--- src/core/dog_pkg.sv ---
package dog_pkg;

	// timing
	localparam int CLOCK_HZ = 25_000_000;
	localparam int US_PER_S = 1_000_000;
	localparam int MS_PER_S = 1_000;
	localparam int DEBOUNCE_TIME_US = 30;
	localparam int DEBOUNCE_CYCLES = (DEBOUNCE_TIME_US * CLOCK_HZ + US_PER_S - 1) / US_PER_S;
	localparam int MS_TIME = 1;
	localparam int MS_CYCLES = MS_TIME * CLOCK_HZ / MS_PER_S;
	localparam int DEB_W = 12;
	localparam logic [DEB_W-1:0] DEB_LAST = DEB_W'(DEBOUNCE_CYCLES - 1);
	localparam int TICK_W = 24;
	localparam logic [7:0] RESET_HOLD_CYCLES = 8'h10;

	//////////////////////////////////////////////////////////////////////////////
	// register map: printed offset kept as index, byte address is four times it
	localparam int ADDR_W = 12;
	localparam logic [ADDR_W-1:0] INDEX_CAUSE = 12'h0b1;
	localparam logic [ADDR_W-1:0] INDEX_EVENT_STATUS = 12'h0b2;
	localparam logic [ADDR_W-1:0] INDEX_EVENT_MASK = 12'h0b3;
	localparam logic [ADDR_W-1:0] ADDR_CAUSE = {INDEX_CAUSE[ADDR_W-3:0], 2'b00};
	localparam logic [ADDR_W-1:0] ADDR_EVENT_STATUS = {INDEX_EVENT_STATUS[ADDR_W-3:0], 2'b00};
	localparam logic [ADDR_W-1:0] ADDR_EVENT_MASK = {INDEX_EVENT_MASK[ADDR_W-3:0], 2'b00};

	// cause register fields
	localparam int BIT_DOG_OVERFLOW = 7;
	localparam int BIT_POWER_ON = 5;
	localparam int BIT_LOW_VOLTAGE = 4;
	localparam int BIT_PIN_RESET = 3;
	localparam int PERIOD_MSB = 2;
	localparam logic [2:0] PERIOD_RESET = 3'h0;
	localparam logic [7:0] CAUSE_RESET_VALUE = 8'h20;

	// event status and mask layout
	localparam int EVENT_COUNT = 4;
	localparam int EV_DOG = 0;
	localparam int EV_RANGE = 1;
	localparam int EV_LOW = 2;
	localparam int EV_PIN = 3;

	// minimum overflow period in milliseconds per select code
	localparam int PERIOD_W = 13;
	localparam logic [PERIOD_W-1:0] PERIOD_MS [8] = '{13'h1000, 13'h0400, 13'h0100, 13'h0080,
		13'h0040, 13'h0010, 13'h0004, 13'h0001};

	localparam logic [7:0] ILLEGAL_OPCODE = 8'ha5;
	localparam int PC_W = 16;

	localparam logic [1:0] RESP_OKAY = 2'h0;
	localparam logic [1:0] RESP_SLVERR = 2'h2;

	typedef enum logic [1:0] {
		SEQ_RUN = 2'b00,
		SEQ_HOLD = 2'b01
	} seq_state_e;

endpackage

--- src/core/supply_if.sv ---
`timescale 1ns/10ps
interface supply_if;
	logic supply_low;
	logic enable;
	logic reset_active;
	modport filter (input supply_low, input enable, output reset_active);
	modport owner (output supply_low, output enable, input reset_active);
endinterface

--- src/core/supply_debounce.sv ---
`timescale 1ns/10ps
module supply_debounce
	import dog_pkg::*;
(
	input wire logic clock,
	input wire logic rst,
	supply_if.filter sup
);
	logic state_reg;
	logic state_next;
	logic [DEB_W-1:0] count_reg;
	logic [DEB_W-1:0] count_next;

	// a level that disagrees with the filtered state must hold unbroken for the full
	// debounce time; any return resets the count, so short dips are swallowed
	always_comb
	begin
		state_next = state_reg;
		count_next = '0;
		if (!sup.enable)
		begin
			state_next = 1'b0;
		end
		else if (sup.supply_low != state_reg)
		begin
			if (count_reg == DEB_LAST)
			begin
				state_next = sup.supply_low;
			end
			else
			begin
				count_next = count_reg + 1'b1;
			end
		end
	end

	always_ff @(posedge clock or posedge rst)
	begin
		if (rst)
		begin
			state_reg <= 1'b0;
			count_reg <= '0;
		end
		else
		begin
			state_reg <= state_next;
			count_reg <= count_next;
		end
	end

	assign sup.reset_active = state_reg;
endmodule

--- src/core/watchdog_and_reset_status.sv ---
// The AXI4-Lite interface to the registers was left to the implementer.
`timescale 1ns/10ps
module watchdog_and_reset_status
	import dog_pkg::*;
#(
	parameter int unsigned TICK_CYCLES = MS_CYCLES,
	parameter logic [PC_W:0] PROGRAM_WORDS = 17'h1_0000
)
(
	input wire logic clock,
	input wire logic rst,
	input wire logic watchdog_enable_option,
	input wire logic undervoltage_enable_option,
	input wire logic supply_low,
	input wire logic pin_reset_n,
	input wire logic fetch_valid,
	input wire logic [PC_W-1:0] fetch_pc,
	input wire logic [7:0] fetch_opcode,
	output logic cpu_reset,
	output logic device_reset,
	output logic irq,
	input wire logic [ADDR_W-1:0] s_axi_awaddr,
	input wire logic s_axi_awvalid,
	output logic s_axi_awready,
	input wire logic [31:0] s_axi_wdata,
	input wire logic [3:0] s_axi_wstrb,
	input wire logic s_axi_wvalid,
	output logic s_axi_wready,
	output logic [1:0] s_axi_bresp,
	output logic s_axi_bvalid,
	input wire logic s_axi_bready,
	input wire logic [ADDR_W-1:0] s_axi_araddr,
	input wire logic s_axi_arvalid,
	output logic s_axi_arready,
	output logic [31:0] s_axi_rdata,
	output logic [1:0] s_axi_rresp,
	output logic s_axi_rvalid,
	input wire logic s_axi_rready
);
	localparam logic [TICK_W-1:0] TICK_LAST = TICK_W'(TICK_CYCLES - 1);

	//////////////////////////////////////////////////////////////////////////////
	// low-voltage filter

	supply_if sup ();
	assign sup.supply_low = supply_low;
	assign sup.enable = undervoltage_enable_option;

	supply_debounce u_debounce (
		.clock(clock),
		.rst(rst),
		.sup(sup)
	);

	//////////////////////////////////////////////////////////////////////////////
	// register bus state

	logic [ADDR_W-1:0] awaddr_reg, awaddr_next;
	logic aw_have_reg, aw_have_next;
	logic [7:0] wdata_reg, wdata_next;
	logic wlane_reg, wlane_next;
	logic w_have_reg, w_have_next;
	logic awready_reg, awready_next;
	logic wready_reg, wready_next;
	logic bvalid_reg, bvalid_next;
	logic [1:0] bresp_reg, bresp_next;
	logic arready_reg, arready_next;
	logic rvalid_reg, rvalid_next;
	logic [1:0] rresp_reg, rresp_next;
	logic [31:0] rdata_reg, rdata_next;

	logic do_write;
	logic do_read;
	logic wr_cause;
	logic wr_status;
	logic wr_mask;
	logic touch_cause;

	// block state
	logic [7:0] cause_reg, cause_next;
	logic [EVENT_COUNT-1:0] status_reg, status_next;
	logic [EVENT_COUNT-1:0] mask_reg, mask_next;
	logic [TICK_W-1:0] tick_reg, tick_next;
	logic [PERIOD_W-1:0] ms_left_reg, ms_left_next;
	seq_state_e seq_reg, seq_next;
	logic [7:0] hold_reg, hold_next;
	logic full_reg, full_next;
	logic pin_low_reg, pin_low_next;
	logic low_v_reg, low_v_next;
	logic cpu_reset_reg, cpu_reset_next;
	logic device_reset_reg, device_reset_next;
	logic irq_reg, irq_next;

	logic dog_overflow;
	logic range_fault;
	logic pin_event;
	logic low_event;
	logic any_event;
	logic [EVENT_COUNT-1:0] events;

	//////////////////////////////////////////////////////////////////////////////
	// bus slave: address and data taken in either order; read answer one cycle later, write answer two cycles after the last of them

	assign do_write = aw_have_reg && w_have_reg && !bvalid_reg;
	assign do_read = s_axi_arvalid && arready_reg;
	assign wr_cause = do_write && awaddr_reg == ADDR_CAUSE && wlane_reg;
	assign wr_status = do_write && awaddr_reg == ADDR_EVENT_STATUS && wlane_reg;
	assign wr_mask = do_write && awaddr_reg == ADDR_EVENT_MASK && wlane_reg;
	// the restart counts the access itself, whatever lanes it strobes
	assign touch_cause = (do_write && awaddr_reg == ADDR_CAUSE)
		|| (do_read && s_axi_araddr == ADDR_CAUSE);

	always_comb
	begin
		awaddr_next = awaddr_reg;
		aw_have_next = aw_have_reg;
		wdata_next = wdata_reg;
		wlane_next = wlane_reg;
		w_have_next = w_have_reg;
		bvalid_next = bvalid_reg;
		bresp_next = bresp_reg;
		if (s_axi_awvalid && awready_reg)
		begin
			awaddr_next = s_axi_awaddr;
			aw_have_next = 1'b1;
		end
		if (s_axi_wvalid && wready_reg)
		begin
			wdata_next = s_axi_wdata[7:0];
			wlane_next = s_axi_wstrb[0];
			w_have_next = 1'b1;
		end
		if (do_write)
		begin
			aw_have_next = 1'b0;
			w_have_next = 1'b0;
			bvalid_next = 1'b1;
			if (awaddr_reg == ADDR_CAUSE || awaddr_reg == ADDR_EVENT_STATUS
				|| awaddr_reg == ADDR_EVENT_MASK)
				bresp_next = RESP_OKAY;
			else
				bresp_next = RESP_SLVERR;
		end
		else if (bvalid_reg && s_axi_bready)
		begin
			bvalid_next = 1'b0;
		end
		awready_next = !aw_have_next && !bvalid_next;
		wready_next = !w_have_next && !bvalid_next;
	end

	always_comb
	begin
		rvalid_next = rvalid_reg;
		rresp_next = rresp_reg;
		rdata_next = rdata_reg;
		if (do_read)
		begin
			rvalid_next = 1'b1;
			rresp_next = RESP_OKAY;
			unique case (s_axi_araddr)
				ADDR_CAUSE: rdata_next = {24'h00_0000, cause_reg};
				ADDR_EVENT_STATUS: rdata_next = {28'h000_0000, status_reg};
				ADDR_EVENT_MASK: rdata_next = {28'h000_0000, mask_reg};
				default:
				begin
					rdata_next = 32'h0000_0000;
					rresp_next = RESP_SLVERR;
				end
			endcase
		end
		else if (rvalid_reg && s_axi_rready)
		begin
			rvalid_next = 1'b0;
		end
		arready_next = !rvalid_next;
	end

	//////////////////////////////////////////////////////////////////////////////
	// reset sources

	assign range_fault = fetch_valid
		&& ({1'b0, fetch_pc} >= PROGRAM_WORDS
		|| fetch_opcode == ILLEGAL_OPCODE);
	// the debug clock stands in for the free-running oscillator and is never gated here,
	// so the count keeps going whatever power state the core is in
	assign dog_overflow = watchdog_enable_option && seq_reg == SEQ_RUN
		&& ms_left_reg == '0 && tick_reg == '0;
	assign pin_low_next = !pin_reset_n;
	assign low_v_next = sup.reset_active;
	assign pin_event = pin_low_next && !pin_low_reg;
	assign low_event = low_v_next && !low_v_reg;
	assign any_event = dog_overflow || range_fault || pin_low_next || low_v_next;

	always_comb
	begin
		events = '0;
		events[EV_DOG] = dog_overflow;
		events[EV_RANGE] = range_fault;
		events[EV_LOW] = low_event;
		events[EV_PIN] = pin_event;
	end

	// hold the reset outputs for a fixed stretch after the last active source
	always_comb
	begin
		seq_next = seq_reg;
		hold_next = hold_reg;
		full_next = full_reg;
		if (any_event)
		begin
			seq_next = SEQ_HOLD;
			hold_next = RESET_HOLD_CYCLES;
			// an out-of-range fault alone touches the core, not the whole device
			if (seq_reg == SEQ_RUN)
				full_next = dog_overflow || pin_low_next || low_v_next;
			else
				full_next = full_reg || dog_overflow || pin_low_next || low_v_next;
		end
		else if (seq_reg == SEQ_HOLD)
		begin
			if (hold_reg == 8'h00)
			begin
				seq_next = SEQ_RUN;
				full_next = 1'b0;
			end
			else
			begin
				hold_next = hold_reg - 1'b1;
			end
		end
		cpu_reset_next = seq_next == SEQ_HOLD;
		device_reset_next = seq_next == SEQ_HOLD && full_next;
	end

	//////////////////////////////////////////////////////////////////////////////
	// cause register: hardware sets win over a software clear in the same cycle

	always_comb
	begin
		cause_next = cause_reg;
		if (wr_cause)
		begin
			// a written one leaves a flag as it was; only zero clears
			cause_next[BIT_DOG_OVERFLOW] = cause_reg[BIT_DOG_OVERFLOW]
				& wdata_reg[BIT_DOG_OVERFLOW];
			cause_next[BIT_POWER_ON] = cause_reg[BIT_POWER_ON] & wdata_reg[BIT_POWER_ON];
			cause_next[BIT_LOW_VOLTAGE] = cause_reg[BIT_LOW_VOLTAGE]
				& wdata_reg[BIT_LOW_VOLTAGE];
			cause_next[BIT_PIN_RESET] = cause_reg[BIT_PIN_RESET] & wdata_reg[BIT_PIN_RESET];
			cause_next[PERIOD_MSB:0] = wdata_reg[PERIOD_MSB:0];
		end
		if (dog_overflow || range_fault)
			cause_next[BIT_DOG_OVERFLOW] = 1'b1;
		if (low_v_next)
			cause_next[BIT_LOW_VOLTAGE] = 1'b1;
		if (pin_low_next)
			cause_next[BIT_PIN_RESET] = 1'b1;
		if (any_event || seq_reg == SEQ_HOLD)
			cause_next[PERIOD_MSB:0] = PERIOD_RESET;
		cause_next[6] = 1'b0;
	end

	//////////////////////////////////////////////////////////////////////////////
	// watchdog down counter: milliseconds from a tick prescaler

	always_comb
	begin
		tick_next = tick_reg;
		ms_left_next = ms_left_reg;
		if (touch_cause || any_event || seq_reg == SEQ_HOLD || !watchdog_enable_option)
		begin
			tick_next = TICK_LAST;
			ms_left_next = PERIOD_MS[cause_next[PERIOD_MSB:0]] - 1'b1;
		end
		else if (tick_reg == '0)
		begin
			tick_next = TICK_LAST;
			ms_left_next = ms_left_reg - 1'b1;
		end
		else
		begin
			tick_next = tick_reg - 1'b1;
		end
	end

	//////////////////////////////////////////////////////////////////////////////
	// event status, mask and interrupt

	always_comb
	begin
		status_next = status_reg;
		mask_next = mask_reg;
		if (wr_status)
			status_next = status_reg & ~wdata_reg[EVENT_COUNT-1:0];
		if (wr_mask)
			mask_next = wdata_reg[EVENT_COUNT-1:0];
		status_next = status_next | events;
		irq_next = |(status_next & mask_next);
	end

	//////////////////////////////////////////////////////////////////////////////
	// registers

	always_ff @(posedge clock or posedge rst)
	begin
		if (rst)
		begin
			awaddr_reg <= '0;
			aw_have_reg <= 1'b0;
			wdata_reg <= 8'h00;
			wlane_reg <= 1'b0;
			w_have_reg <= 1'b0;
			awready_reg <= 1'b0;
			wready_reg <= 1'b0;
			bvalid_reg <= 1'b0;
			bresp_reg <= RESP_OKAY;
			arready_reg <= 1'b0;
			rvalid_reg <= 1'b0;
			rresp_reg <= RESP_OKAY;
			rdata_reg <= 32'h0000_0000;
			cause_reg <= CAUSE_RESET_VALUE;
			status_reg <= '0;
			mask_reg <= '0;
			tick_reg <= TICK_LAST;
			ms_left_reg <= PERIOD_MS[PERIOD_RESET] - 1'b1;
			seq_reg <= SEQ_RUN;
			hold_reg <= 8'h00;
			full_reg <= 1'b0;
			pin_low_reg <= 1'b0;
			low_v_reg <= 1'b0;
			cpu_reset_reg <= 1'b0;
			device_reset_reg <= 1'b0;
			irq_reg <= 1'b0;
		end
		else
		begin
			awaddr_reg <= awaddr_next;
			aw_have_reg <= aw_have_next;
			wdata_reg <= wdata_next;
			wlane_reg <= wlane_next;
			w_have_reg <= w_have_next;
			awready_reg <= awready_next;
			wready_reg <= wready_next;
			bvalid_reg <= bvalid_next;
			bresp_reg <= bresp_next;
			arready_reg <= arready_next;
			rvalid_reg <= rvalid_next;
			rresp_reg <= rresp_next;
			rdata_reg <= rdata_next;
			cause_reg <= cause_next;
			status_reg <= status_next;
			mask_reg <= mask_next;
			tick_reg <= tick_next;
			ms_left_reg <= ms_left_next;
			seq_reg <= seq_next;
			hold_reg <= hold_next;
			full_reg <= full_next;
			pin_low_reg <= pin_low_next;
			low_v_reg <= low_v_next;
			cpu_reset_reg <= cpu_reset_next;
			device_reset_reg <= device_reset_next;
			irq_reg <= irq_next;
		end
	end

	assign s_axi_awready = awready_reg;
	assign s_axi_wready = wready_reg;
	assign s_axi_bvalid = bvalid_reg;
	assign s_axi_bresp = bresp_reg;
	assign s_axi_arready = arready_reg;
	assign s_axi_rvalid = rvalid_reg;
	assign s_axi_rresp = rresp_reg;
	assign s_axi_rdata = rdata_reg;
	assign cpu_reset = cpu_reset_reg;
	assign device_reset = device_reset_reg;
	assign irq = irq_reg;
endmodule

--- config.mk ---
export PLATFORM = sky130hd
export DESIGN_NAME = watchdog_and_reset_status
export DESIGN_NICKNAME = d
export VERILOG_FILES = /design/src/core/dog_pkg.sv /design/src/core/supply_if.sv /design/src/core/supply_debounce.sv /design/src/core/watchdog_and_reset_status.sv
export SDC_FILE = /design/constraint.sdc
export NUM_CORES = 1
export LEC_CHECK = 0
export ABC_CLOCK_PERIOD_IN_PS = 3370
export BUFFER_PORTS_ARGS = -buffer_cell sky130_fd_sc_hd__buf_4
export CORE_ASPECT_RATIO = 0.5
export CORE_MARGIN = 2
export CORE_UTILIZATION = 45
export DETAILED_ROUTE_END_ITERATION = 6
export PLACE_DENSITY = 0.71
export SLEW_MARGIN = 20
export SYNTH_ARGS = -nofsm -noshare
export SYNTH_HDL_FRONTEND = slang
export SYNTH_HIERARCHICAL = 1
export SYNTH_SLANG_ARGS = --single-unit
--- constraint.sdc ---
create_clock -name clock -period 3.37 [get_ports clock]
set_input_delay 0.5055 -clock clock [delete_from_list [all_inputs] [get_ports clock]]
set_output_delay 0.5055 -clock clock [all_outputs]
set_load 0.005 [all_outputs]
Word-level counts from Yosys, hierarchy flattened
Memories as Yosys holds them, arrays and structs flattened.
Cells that the tools add are included.
{"block": "word_totals", "register_bits": 145, "rom_bits": 104, "inputBits": 96, "out_inout_bits": 44, "wordCells": 163, "memories": 1}
{"name": "(no name shown)", "depth": 8, "word_bits": 13, "rd": 1, "rd_ports_with_merged_regs": 0, "write_ports": 0, "line_no": "watchdog_and_reset_status.sv:274", "text": "ms_left_next = PERIOD_MS[cause_next[PERIOD_MSB:0]] - 1'b1;"}
{"block": "op_classes", "add_sub_neg": 5, "n_lt_le_gt_ge": 1, "n_eq_ne": 15, "muxes": 41, "bitwise_logic": 9, "reduce_logical": 59}
{"operator": "== test 12 x 10 -> 1 bit, second input constant", "n": 7}
{"operator": "2-to-1 mux 13 bit", "n": 4}
{"operator": "2-to-1 mux 24 bit", "n": 2}
{"operator": "2-to-1 mux 12 bit", "n": 3}
{"operator": "subtractor 13 x 1 -> 13 bit, second input constant", "n": 2}
{"operator": "zero test 24 bit", "n": 1}
{"operator": "2-to-1 mux 8 bit", "n": 3}
{"operator": "case mux 8 bit (3 select lines)", "n": 1}
{"operator": "subtractor 24 x 1 -> 24 bit, second input constant", "n": 1}
{"operator": "logical AND 1 bit", "n": 23}
{"operator": "2-to-1 mux 1 bit", "n": 19}
{"operator": "logical OR 1 bit", "n": 15}
{"operator": "zero test 13 bit", "n": 1}
{"operator": "adder 12 x 1 -> 12 bit, second input constant", "n": 1}
{"operator": "2-to-1 mux 2 bit", "n": 5}
{"operator": "zero test 1 bit", "n": 9}
{"operator": "AND 4 bit", "n": 2}
{"operator": "== test 8 bit, second input constant", "n": 1}
{"operator": "zero test 8 bit", "n": 1}
{"operator": "2-to-1 mux 4 bit", "n": 2}
{"operator": "nonzero test 2 bit", "n": 4}
{"operator": "subtractor 8 x 1 -> 8 bit, second input constant", "n": 1}
{"operator": "inequality test 2 x 1 -> 1 bit, second input constant", "n": 3}
{"operator": "2-to-1 mux 5 bit", "n": 1}
{"operator": "13 further kinds", "n": 18}

Longest topological paths before layout
Gate-level depths: netlist (run 1).
{"block": "depth", "depth_word": 15, "mapped_depth": 15, "ltp_nobuf": 12}

Modules after synthesis
The synthesis (run 1) kept the hierarchy.
{"module": "watchdog_and_reset_status", "instances": 1, "cells_per_inst": 561, "area_each_um2": 5686.7, "seq_area_each_um2": 2628.8}
{"module": "supply_debounce", "instances": 1, "cells_per_inst": 68, "area_each_um2": 725.7, "seq_area_each_um2": 325.3}

Worst setup path after synthesis (run 1)
OpenSTA, ideal clock, no wires.
{"block": "synth_path", "kind": "input to register", "startpoint": "in s_axi_araddr[8]", "endpoint": "reg ms_left_reg[12]", "t_arrival_ns": 3.075, "required_ns": 3.297, "slack_ns": 0.222, "path_stages": 11, "n_path_buf": 2, "cell_sequence": "or4b_4 > nor4_4 > a221oi_2 > buf_6 > o31ai_1 > nand2_1 > ha_1 > buf_2 > o311ai_4 > mux2_4 > a21oi_2"}
{"block": "synth_via", "elab_chain_cells": 7}
{"element": "start: declaration", "line_no": "watchdog_and_reset_status.sv:32", "text": "input wire logic [ADDR_W-1:0] s_axi_araddr,"}
{"element": "== test 12 x 10 -> 1 bit (*)", "line_no": "watchdog_and_reset_status.sv:111", "text": "|| (do_read && s_axi_araddr == ADDR_CAUSE);"}
{"element": "logical AND 1 bit (*)", "line_no": "watchdog_and_reset_status.sv:111"}
{"element": "logical OR 1 bit (*)", "line_no": "watchdog_and_reset_status.sv:111"}
{"element": "logical OR 1 bit (*) (3 in series)", "line_no": "watchdog_and_reset_status.sv:271", "text": "if (touch_cause || any_event || seq_reg == SEQ_HOLD || !watchdog_enable_option)"}
{"element": "2-to-1 mux 13 bit or nonzero test 2 bit (tied branches)"}
{"element": "end signal: assignment", "line_no": "watchdog_and_reset_status.sv:326", "text": "ms_left_reg <= PERIOD_MS[PERIOD_RESET] - 1'b1;"}
{"element": "end signal: assignment", "line_no": "watchdog_and_reset_status.sv:355", "text": "ms_left_reg <= ms_left_next;"}
{"element": "end: declaration", "line_no": "watchdog_and_reset_status.sv:84", "text": "logic [PERIOD_W-1:0] ms_left_reg, ms_left_next;"}
Mark *: on every way between the ends. The rest lies on a longest branch, timed or not.
A chain may end at the register's enable or synchronous reset.

Final worst setup path (run 1)
{"block": "layout_path", "startpoint": "reg awaddr_reg[3]", "endpoint": "reg ms_left_reg[12]"}
{"block": "layout_via", "elab_chain_cells": 11}
{"element": "start: declaration", "line_no": "watchdog_and_reset_status.sv:58", "text": "logic [ADDR_W-1:0] awaddr_reg, awaddr_next;"}
{"element": "start signal: assignment", "line_no": "watchdog_and_reset_status.sv:338", "text": "awaddr_reg <= awaddr_next;"}
{"element": "== test 12 x 10 -> 1 bit (*)", "line_no": "watchdog_and_reset_status.sv:106, watchdog_and_reset_status.sv:110"}
{"element": "logical AND 1 bit (*)", "line_no": "watchdog_and_reset_status.sv:106, watchdog_and_reset_status.sv:110"}
{"element": "logical AND 1 bit", "line_no": "watchdog_and_reset_status.sv:106", "text": "assign wr_cause = do_write && awaddr_reg == ADDR_CAUSE && wlane_reg;"}
{"element": "2-to-1 mux 5 bit", "line_no": "watchdog_and_reset_status.sv:242", "text": "if (wr_cause)"}
{"element": "2-to-1 mux 3 bit", "line_no": "watchdog_and_reset_status.sv:259", "text": "if (any_event || seq_reg == SEQ_HOLD)"}
{"element": "NOT 3 -> 4 bit (not written as such)", "line_no": "watchdog_and_reset_status.sv:274"}
{"element": "memory (8 x 13 bit)"}
{"element": "2-to-1 mux 13 bit (not written as such) (2 in series)", "line_no": "watchdog_and_reset_status.sv:274"}
{"element": "subtractor 13 x 1 -> 13 bit", "line_no": "watchdog_and_reset_status.sv:274"}
{"element": "2-to-1 mux 13 bit", "line_no": "watchdog_and_reset_status.sv:271"}
Mark *: on every way between the ends. The rest lies on a longest branch, timed or not. The select of a mux whose other input is x is not followed.

==> results.md, run 1 <==
* Outcome: complete, no violations
* Effective utilization at floorplan at 46.7%
* Vias/cell at 5.43
* Vias in the first global route at 4897
* FMAX at 314 MHz
* Global Route Usage Sum at 19.8%
* RSZ-0062 raised after global routing: false
* Mapped cell area at 6410 µm²
* Synth area leaders: dfrtp_1, dfstp_2, mux2_2
* DR DRC count at 0
* Vias at 4939
* WL/cell at 15.7 µm
* Die Wd at 173 µm
* Initial antenna violation count at 0
* Cell taking the most area after synthesis: dfrtp_1
* Final cell count without fillers at 910
* Final Max Slew Viols at 0
* Register area at 2950 µm²
* Post-synthesis sequential area ratio at 46.1%
* # diodes at 0
* CP Class: reg -> reg
* First-pass GRT wire length at 24100 µm
* Gr ovfl total at 0
* #FFs+latches synth at 117
* Worst R2R Start: awaddr_reg[3]$_DFFE_PP0P_
* Post-route antenna net violation count at 0
* Layout Nets at 807
* Syn Area/Cell at 10.2 µm²
* Post-synth EDFFs at 0
* P&R area growth vs syn at 19.7%
* Worst setup path startpoint: awaddr_reg[3]$_DFFE_PP0P_
* Max-cap violations at 0
* Port bufs at 68
* Htree depth at 4
* Fill count at 1197
* Slew margin rel. at 34.8%
* Crit start category: flip-flop
* Final core utilization at 55.9%
* DIE AREA at 15300 µm²
* Worst path bufs/invs at 0
* Pwr dens at 613 nW/µm²
* Worst skew pair latency at 410 ps
* Final hold slack at 142 ps
* Main synth FF type: dfrtp_1
* CTS tree: built
* Hold Vio Cnt, Final at 0
* Clock-pin slew on the worst setup and hold paths at 60 ps
* Crit path DAT at 3520 ps
* CTS Buffer Depth at 2
* Final Cycle Share at 94.5%
* DP Cell Count at 878
* Leakage at 3.25 nW
* Worst Tran Pin Value at 979 ps
* Setup TNS at 0 ps
* GP Congestion at 0.824
* Post-Syn Instances at 629
* Slowest-stage cell, CP: or4b_2
* Largest net degree at the start of global routing at 81
* Crit Path Max Fanout at 9
* Worst hold-check path type: in -> async
* Peak VDD IR at 0.000337 V
* # rows at 30
* Share of layout cells above drive strength 1 at 27.9%
* Async SR Flop Fraction at 100%
* Cell class contributing the biggest share of worst-path delay: simple AND/OR/NAND/NOR gates
* Synth unique cells at 79
* Hold_buf cts at 0
* Tmin final at 3180 ps
* Core area at 13700 µm²
* Worst EP required at 3710 ps
* Max reg flops at 24
* # Post-CTS Setup Buffers at 0
* Crit-path cells: or4b_2 -> nor4_4 -> mux2_2 -> o31ai_1 -> nand2_1 -> ha_1 -> o311ai_4 -> mux2_4 -> a21oi_2
* Multi-input logic area at 3130 µm²
* Die H at 88.4 µm
* CTS Buf Count at 17
* Clk root buf: clkbuf_16
* Setup violations, final at 0
* Clk_skew at 9.39 ps
* CTS Sinks at 117
* Yosys Warn Count at 6
* First drt pass iteration count at 7
* Drt initial violations at 344
* Drt total wl at 14300 µm
* Resize count post-CTS at 0
* Post-synth top area share at 37.5%
* Max incr delay on CP at 690 ps
* Post-DP HPWL at 10000 µm
* Nature of the critical path endpoint: flip-flop
* Num ports at 140
## worst register-to-register path: stages, from the launching register on
cell	delay [ps]
dfrtp_1	440
or4b_2	690
nor4_4	190
mux2_2	400
o31ai_1	330
nand2_1	110
ha_1	330
o311ai_4	150
mux2_4	340
a21oi_2	130
## cell usage after synthesis (all sizes together) (4+ instances only)
library cell / n
a211oi: 9
a21oi: 14
a221oi: 6
a31oi: 4
and2: 4
and3: 5
buf: 40
clkbuf: 14
dfrtp: 96
dfstp: 21
ha: 6
inv: 18
mux2: 28
mux2i: 11
nand2: 67
nand3: 14
nand3b: 5
nand4: 6
nand4b: 5
nor2: 72
nor3: 29
nor3b: 8
nor4: 11
o21a: 4
o21ai: 19
o31ai: 8
or3: 8
or4: 13
or4b: 5
xnor2: 27
xor2: 12
## per-stage QoR
stage	power [mW]	cell area (µm²)	setup WS, ps
after global routing	4.94	7670	3.11
after CTS	4.73	7670	191
after global placement	2.72	7030	263
after floorplan	2.49	6510	167
final	4.71	7670	185
after detailed placement	2.76	7030	240
## placed cells by master, fill, tap and decap left out, drive strengths merged, types with 5 or more instances in the layout
master  instances
nor3           29
ha              6
xnor2          27
nor3b           8
o21ai          19
mux2           28
nand3b          5
xor2           12
nand3          14
a211oi          9
nor4           11
clkbuf         17
or3             8
a21oi          14
nand4           6
buf            85
inv            23
or4            13
nor2           72
dfstp          21
or4b            5
dfrtp          96
nand4b          5
and3            5
conb           27
a221oi          6
mux2i          11
o31ai           8
nand2          67
## path summary, 6_finish.rpt
kind,end,slack [ps],cells past startpoint
max,ms_left_reg[12]$_DFFE_PP0P_,190,9
min reg2reg,status_reg[3]$_DFF_PP0_,440,1
min,u_debounce/count_reg[9]$_DFF_PP0_,140,2
min in group clock,cause_reg[3]$_DFFE_PP0P_,290,2
max reg2reg,ms_left_reg[12]$_DFFE_PP0P_,190,9
max in group asynchronous,ms_left_reg[8]$_DFFE_PP1P_,2210,3
## cell type report
cell class              instances  share of cell area (%)
well taps                     192                    3.13
repair buffers                 85                    8.32
flip-flops and latches        117                    38.5
multi-input cells             466                    40.7
inverters                      18                   0.913
clock inverters                15                    2.85
clock buffers                  17                    5.54
## where the power goes
part	switching (mW)	internal, mW
logic	0.404	0.438
clock network	0.704	1.26
registers	0.241	1.66
## routing by layer
| metal | vias to the layer above | global-route usage [%] | part of all wire (%) |
|---|---|---|---|
| li1 | 2340 | - | - |
| met1 | 2441 | 25.2 | 45 |
| met2 | 135 | 34.1 | 49 |
| met3 | 23 | 4.17 | 4.5 |
| met4 | 0 | 7.24 | 1.6 |
| met5 | - | 0 | 0 |
## kinds of logic (layout without fill, tap and decap cells)
logic type	Yosys count	after routing	share of synthesized area (%)
adders and majority gates	6	6	1.17
buffers and inverters	72	135	6.69
muxes	39	39	6.69
and+or+nand+nor	271	271	23.9
other	1	27	0.0585
xor gates and xnor gates	39	39	5.33
DFF	117	117	46.1
AOI/OAI and AO/OA	84	84	10.1
(Power assumes the default switching activity.)
==> run 2: changes to the inputs <==
- ABC_AREA: not set -> 1
==> results.md, run 2 <==
* Worst EP required at 3660 ps
* CTS Buf Count at 17
* Final Cycle Share at 90.0%
* Htree depth at 4
* Post-synth EDFFs at 0
* Pint at 3.16 mW
* Crit path DAT at 3320 ps
* First drt pass iteration count at 4
* Vias at 5079
* Slew margin rel. at 54.6%
* Global Route Usage Sum at 19.4%
* Max-cap violations at 0
* Async SR Flop Fraction at 100%
* Worst skew pair latency at 410 ps
* Clock-pin slew on the worst setup and hold paths at 60 ps
* Drt initial violations at 221
* Post-synth top area share at 38.4%
* Synth Area in Compound Gates at 6.45%
* Vias/cell at 4.85
* Syn Area/Cell at 8.23 µm²
* Crit Path Max Fanout at 17
* Outcome: complete, no violations
* Main combinational cell family by area after synthesis: simple AND/OR/NAND/NOR gates
* Main synth FF type: dfrtp_1
* CTS Sinks at 117
* Peak VDD IR at 0.000431 V
* Die Wd at 171 µm
* Clk root buf: clkbuf_16
* P&R area growth vs syn at 19.7%
* #FFs+latches synth at 117
* Synth unique cells at 43
* WL/cell at 12.6 µm
* Layout Nets at 944
* Pwr dens at 612 nW/µm²
* Setup TNS at 0 ps
* Core area at 13600 µm²
* Vias in the first global route at 5008
* Share of power burned in registers at 40.8%
* FMAX at 330 MHz
* Tmin final at 3030 ps
* Clock power share at 39.3%
* Fraction of the mapped netlist area in adder cells at 1.20%
* Drt total wl at 13200 µm
* Crit start category: flip-flop
* CTS tree: built
* # diodes at 0
* FF-to-FF path depth at 21
* Setup violations, final at 0
* Post-route antenna net violation count at 0
* RSZ-0062 raised after global routing: false
* # rows at 30
* Most frequent cell after synthesis: nand2_1
* Leakage at 3.65 nW
* Hold Vio Cnt, Final at 0
* Mux cell area share after synthesis at 0%
* Final Max Slew Viols at 0
* DIE AREA at 14900 µm²
* Yosys Warn Count at 6
* Effective utilization at floorplan at 46.1%
* Post-synthesis sequential area ratio at 47.3%
* Flop-to-flop setup slack at 340 ps
* DR DRC count at 0
* Switching share of power at 30.9%
* Gr ovfl total at 0
* Post-synth top cells: nand2_1, nor2_1, dfrtp_1
* Commonest non-fill, non-tap cell in the layout: nand2_1
* Num ports at 140
* Fill count at 1209
* Port bufs at 68
* Pre-CTS setup slack at 339 ps
* Xor/xnor share of the synthesized area at 3.92%
* First-pass GRT wire length at 22900 µm
* GP Congestion at 0.814
* # Post-CTS Setup Buffers at 0
* Sw power at 1.41 mW
* Mapped cell area at 6250 µm²
* Die H at 87.3 µm
* Comb pwr share at 19.9%
* Share of layout cells above drive strength 1 at 21.9%
* Worst hold-check path type: in -> async
* Resize count post-CTS at 0
* Cell taking the most area after synthesis: dfrtp_1
* Nature of the critical path endpoint: flip-flop
* Commonest cells after routing, fill and taps aside: nand2_1, nor2_1, dfrtp_1, inv_1, buf_4
* Post-Syn Instances at 759
* PnR worst setup slack at 337 ps
* Clk_skew at 10.8 ps
* Post-DP HPWL at 9560 µm
* Max reg flops at 24
* Largest net degree at the start of global routing at 57
* CP Class: reg -> reg
* Worst Tran Pin Value at 682 ps
* CTS Buffer Depth at 2
* Hold_buf cts at 0
* Simple-gate portion of the synthesized area at 32.0%
* Synth area leaders: dfrtp_1, nand2_1, dfstp_2
* Initial antenna violation count at 0
## run 2: changes by cell type after synthesis, sizes merged, moves of 20 or more
cell,change
nand2,+128
nor2,+47
mux2,-28
o21ai,+29
nand3,+41
inv,+68
xnor2,-20
## run 2: power by group through the flow
stage / Combinational [mW] / Clock (mW) / Sequential [mW]
floorplan: 0.671 / 0 / 1.85
global placement: 0.881 / 0 / 1.88
detailed placement: 0.910 / 0 / 1.89
CTS: 0.919 / 1.82 / 1.87
global route: 1.06 / 1.89 / 1.90
finish: 0.911 / 1.80 / 1.87
## run 2: layer usage
metal	track usage, %	wire [µm]	vias up
met5	0	0	-
met4	7.77	241	0
met3	4.09	501	25
met2	33.0	6230	114
met1	24.5	6230	2395
li1	-	-	2545
## run 2: logic make-up after synthesis
family                     Yosys count
and+or+nand+nor                    412
buffers and inverters              122
DFF                                117
AOI/OAI and AO/OA                   73
xor gates and xnor gates            28
adders and majority gates            6
other                                1
## run 2: layout make-up
class / count / area (µm²) / area share, %
multi-input cells: 546 / 2820 / 37.8
inverters: 89 / 337 / 4.50
well taps: 192 / 240 / 3.21
clock buffers: 20 / 447 / 5.97
repair buffers: 71 / 533 / 7.13
clock inverters: 12 / 144 / 1.92
flip-flops and latches: 117 / 2950 / 39.5
## run 2: worst paths after layout
kind | startpoint | to
max | tick_reg[0]$_DFF_PP1_ | ms_left_reg[12]$_DFFE_PP0P_
min | rst | u_debounce/count_reg[9]$_DFF_PP0_
max reg2reg | tick_reg[0]$_DFF_PP1_ | ms_left_reg[12]$_DFFE_PP0P_
min reg2reg | tick_reg[0]$_DFF_PP1_ | tick_reg[0]$_DFF_PP1_
max in group asynchronous | rst | tick_reg[13]$_DFF_PP1_
min in group clock | pin_reset_n | cause_reg[3]$_DFFE_PP0P_
## run 2: through the flow
step	util, %	total power, mW	cell area, µm²	cells	hold WS [ps]
3_5_place_dp	50.8	2.80	6890	1015	440
6_report	55.2	4.58	7480	1047	150
4_1_cts	55.2	4.61	7480	1047	150
5_1_grt	55.2	4.85	7480	1047	179
2_1_floorplan	-	2.52	6350	785	382
3_3_place_gp	50.8	2.76	6890	1015	435
## run 2: critical path, cell delays in order (launching register included)
cell and delay (ps):
dfstp_2 520, inv_1 60, ha_1 250, nand2_2 130, nor2_4 80, nand2_4 100, nor2_8 50, nand2_4 110
nand4_4 180, nor2_8 330, nand2_1 130, nand2_2 130, inv_1 50, ha_1 190, nand2_1 70, clkinv_1 70
nand3_2 130, inv_1 70, nand3_1 80, nand2_1 50, nand3_1 60, nand2_1 60
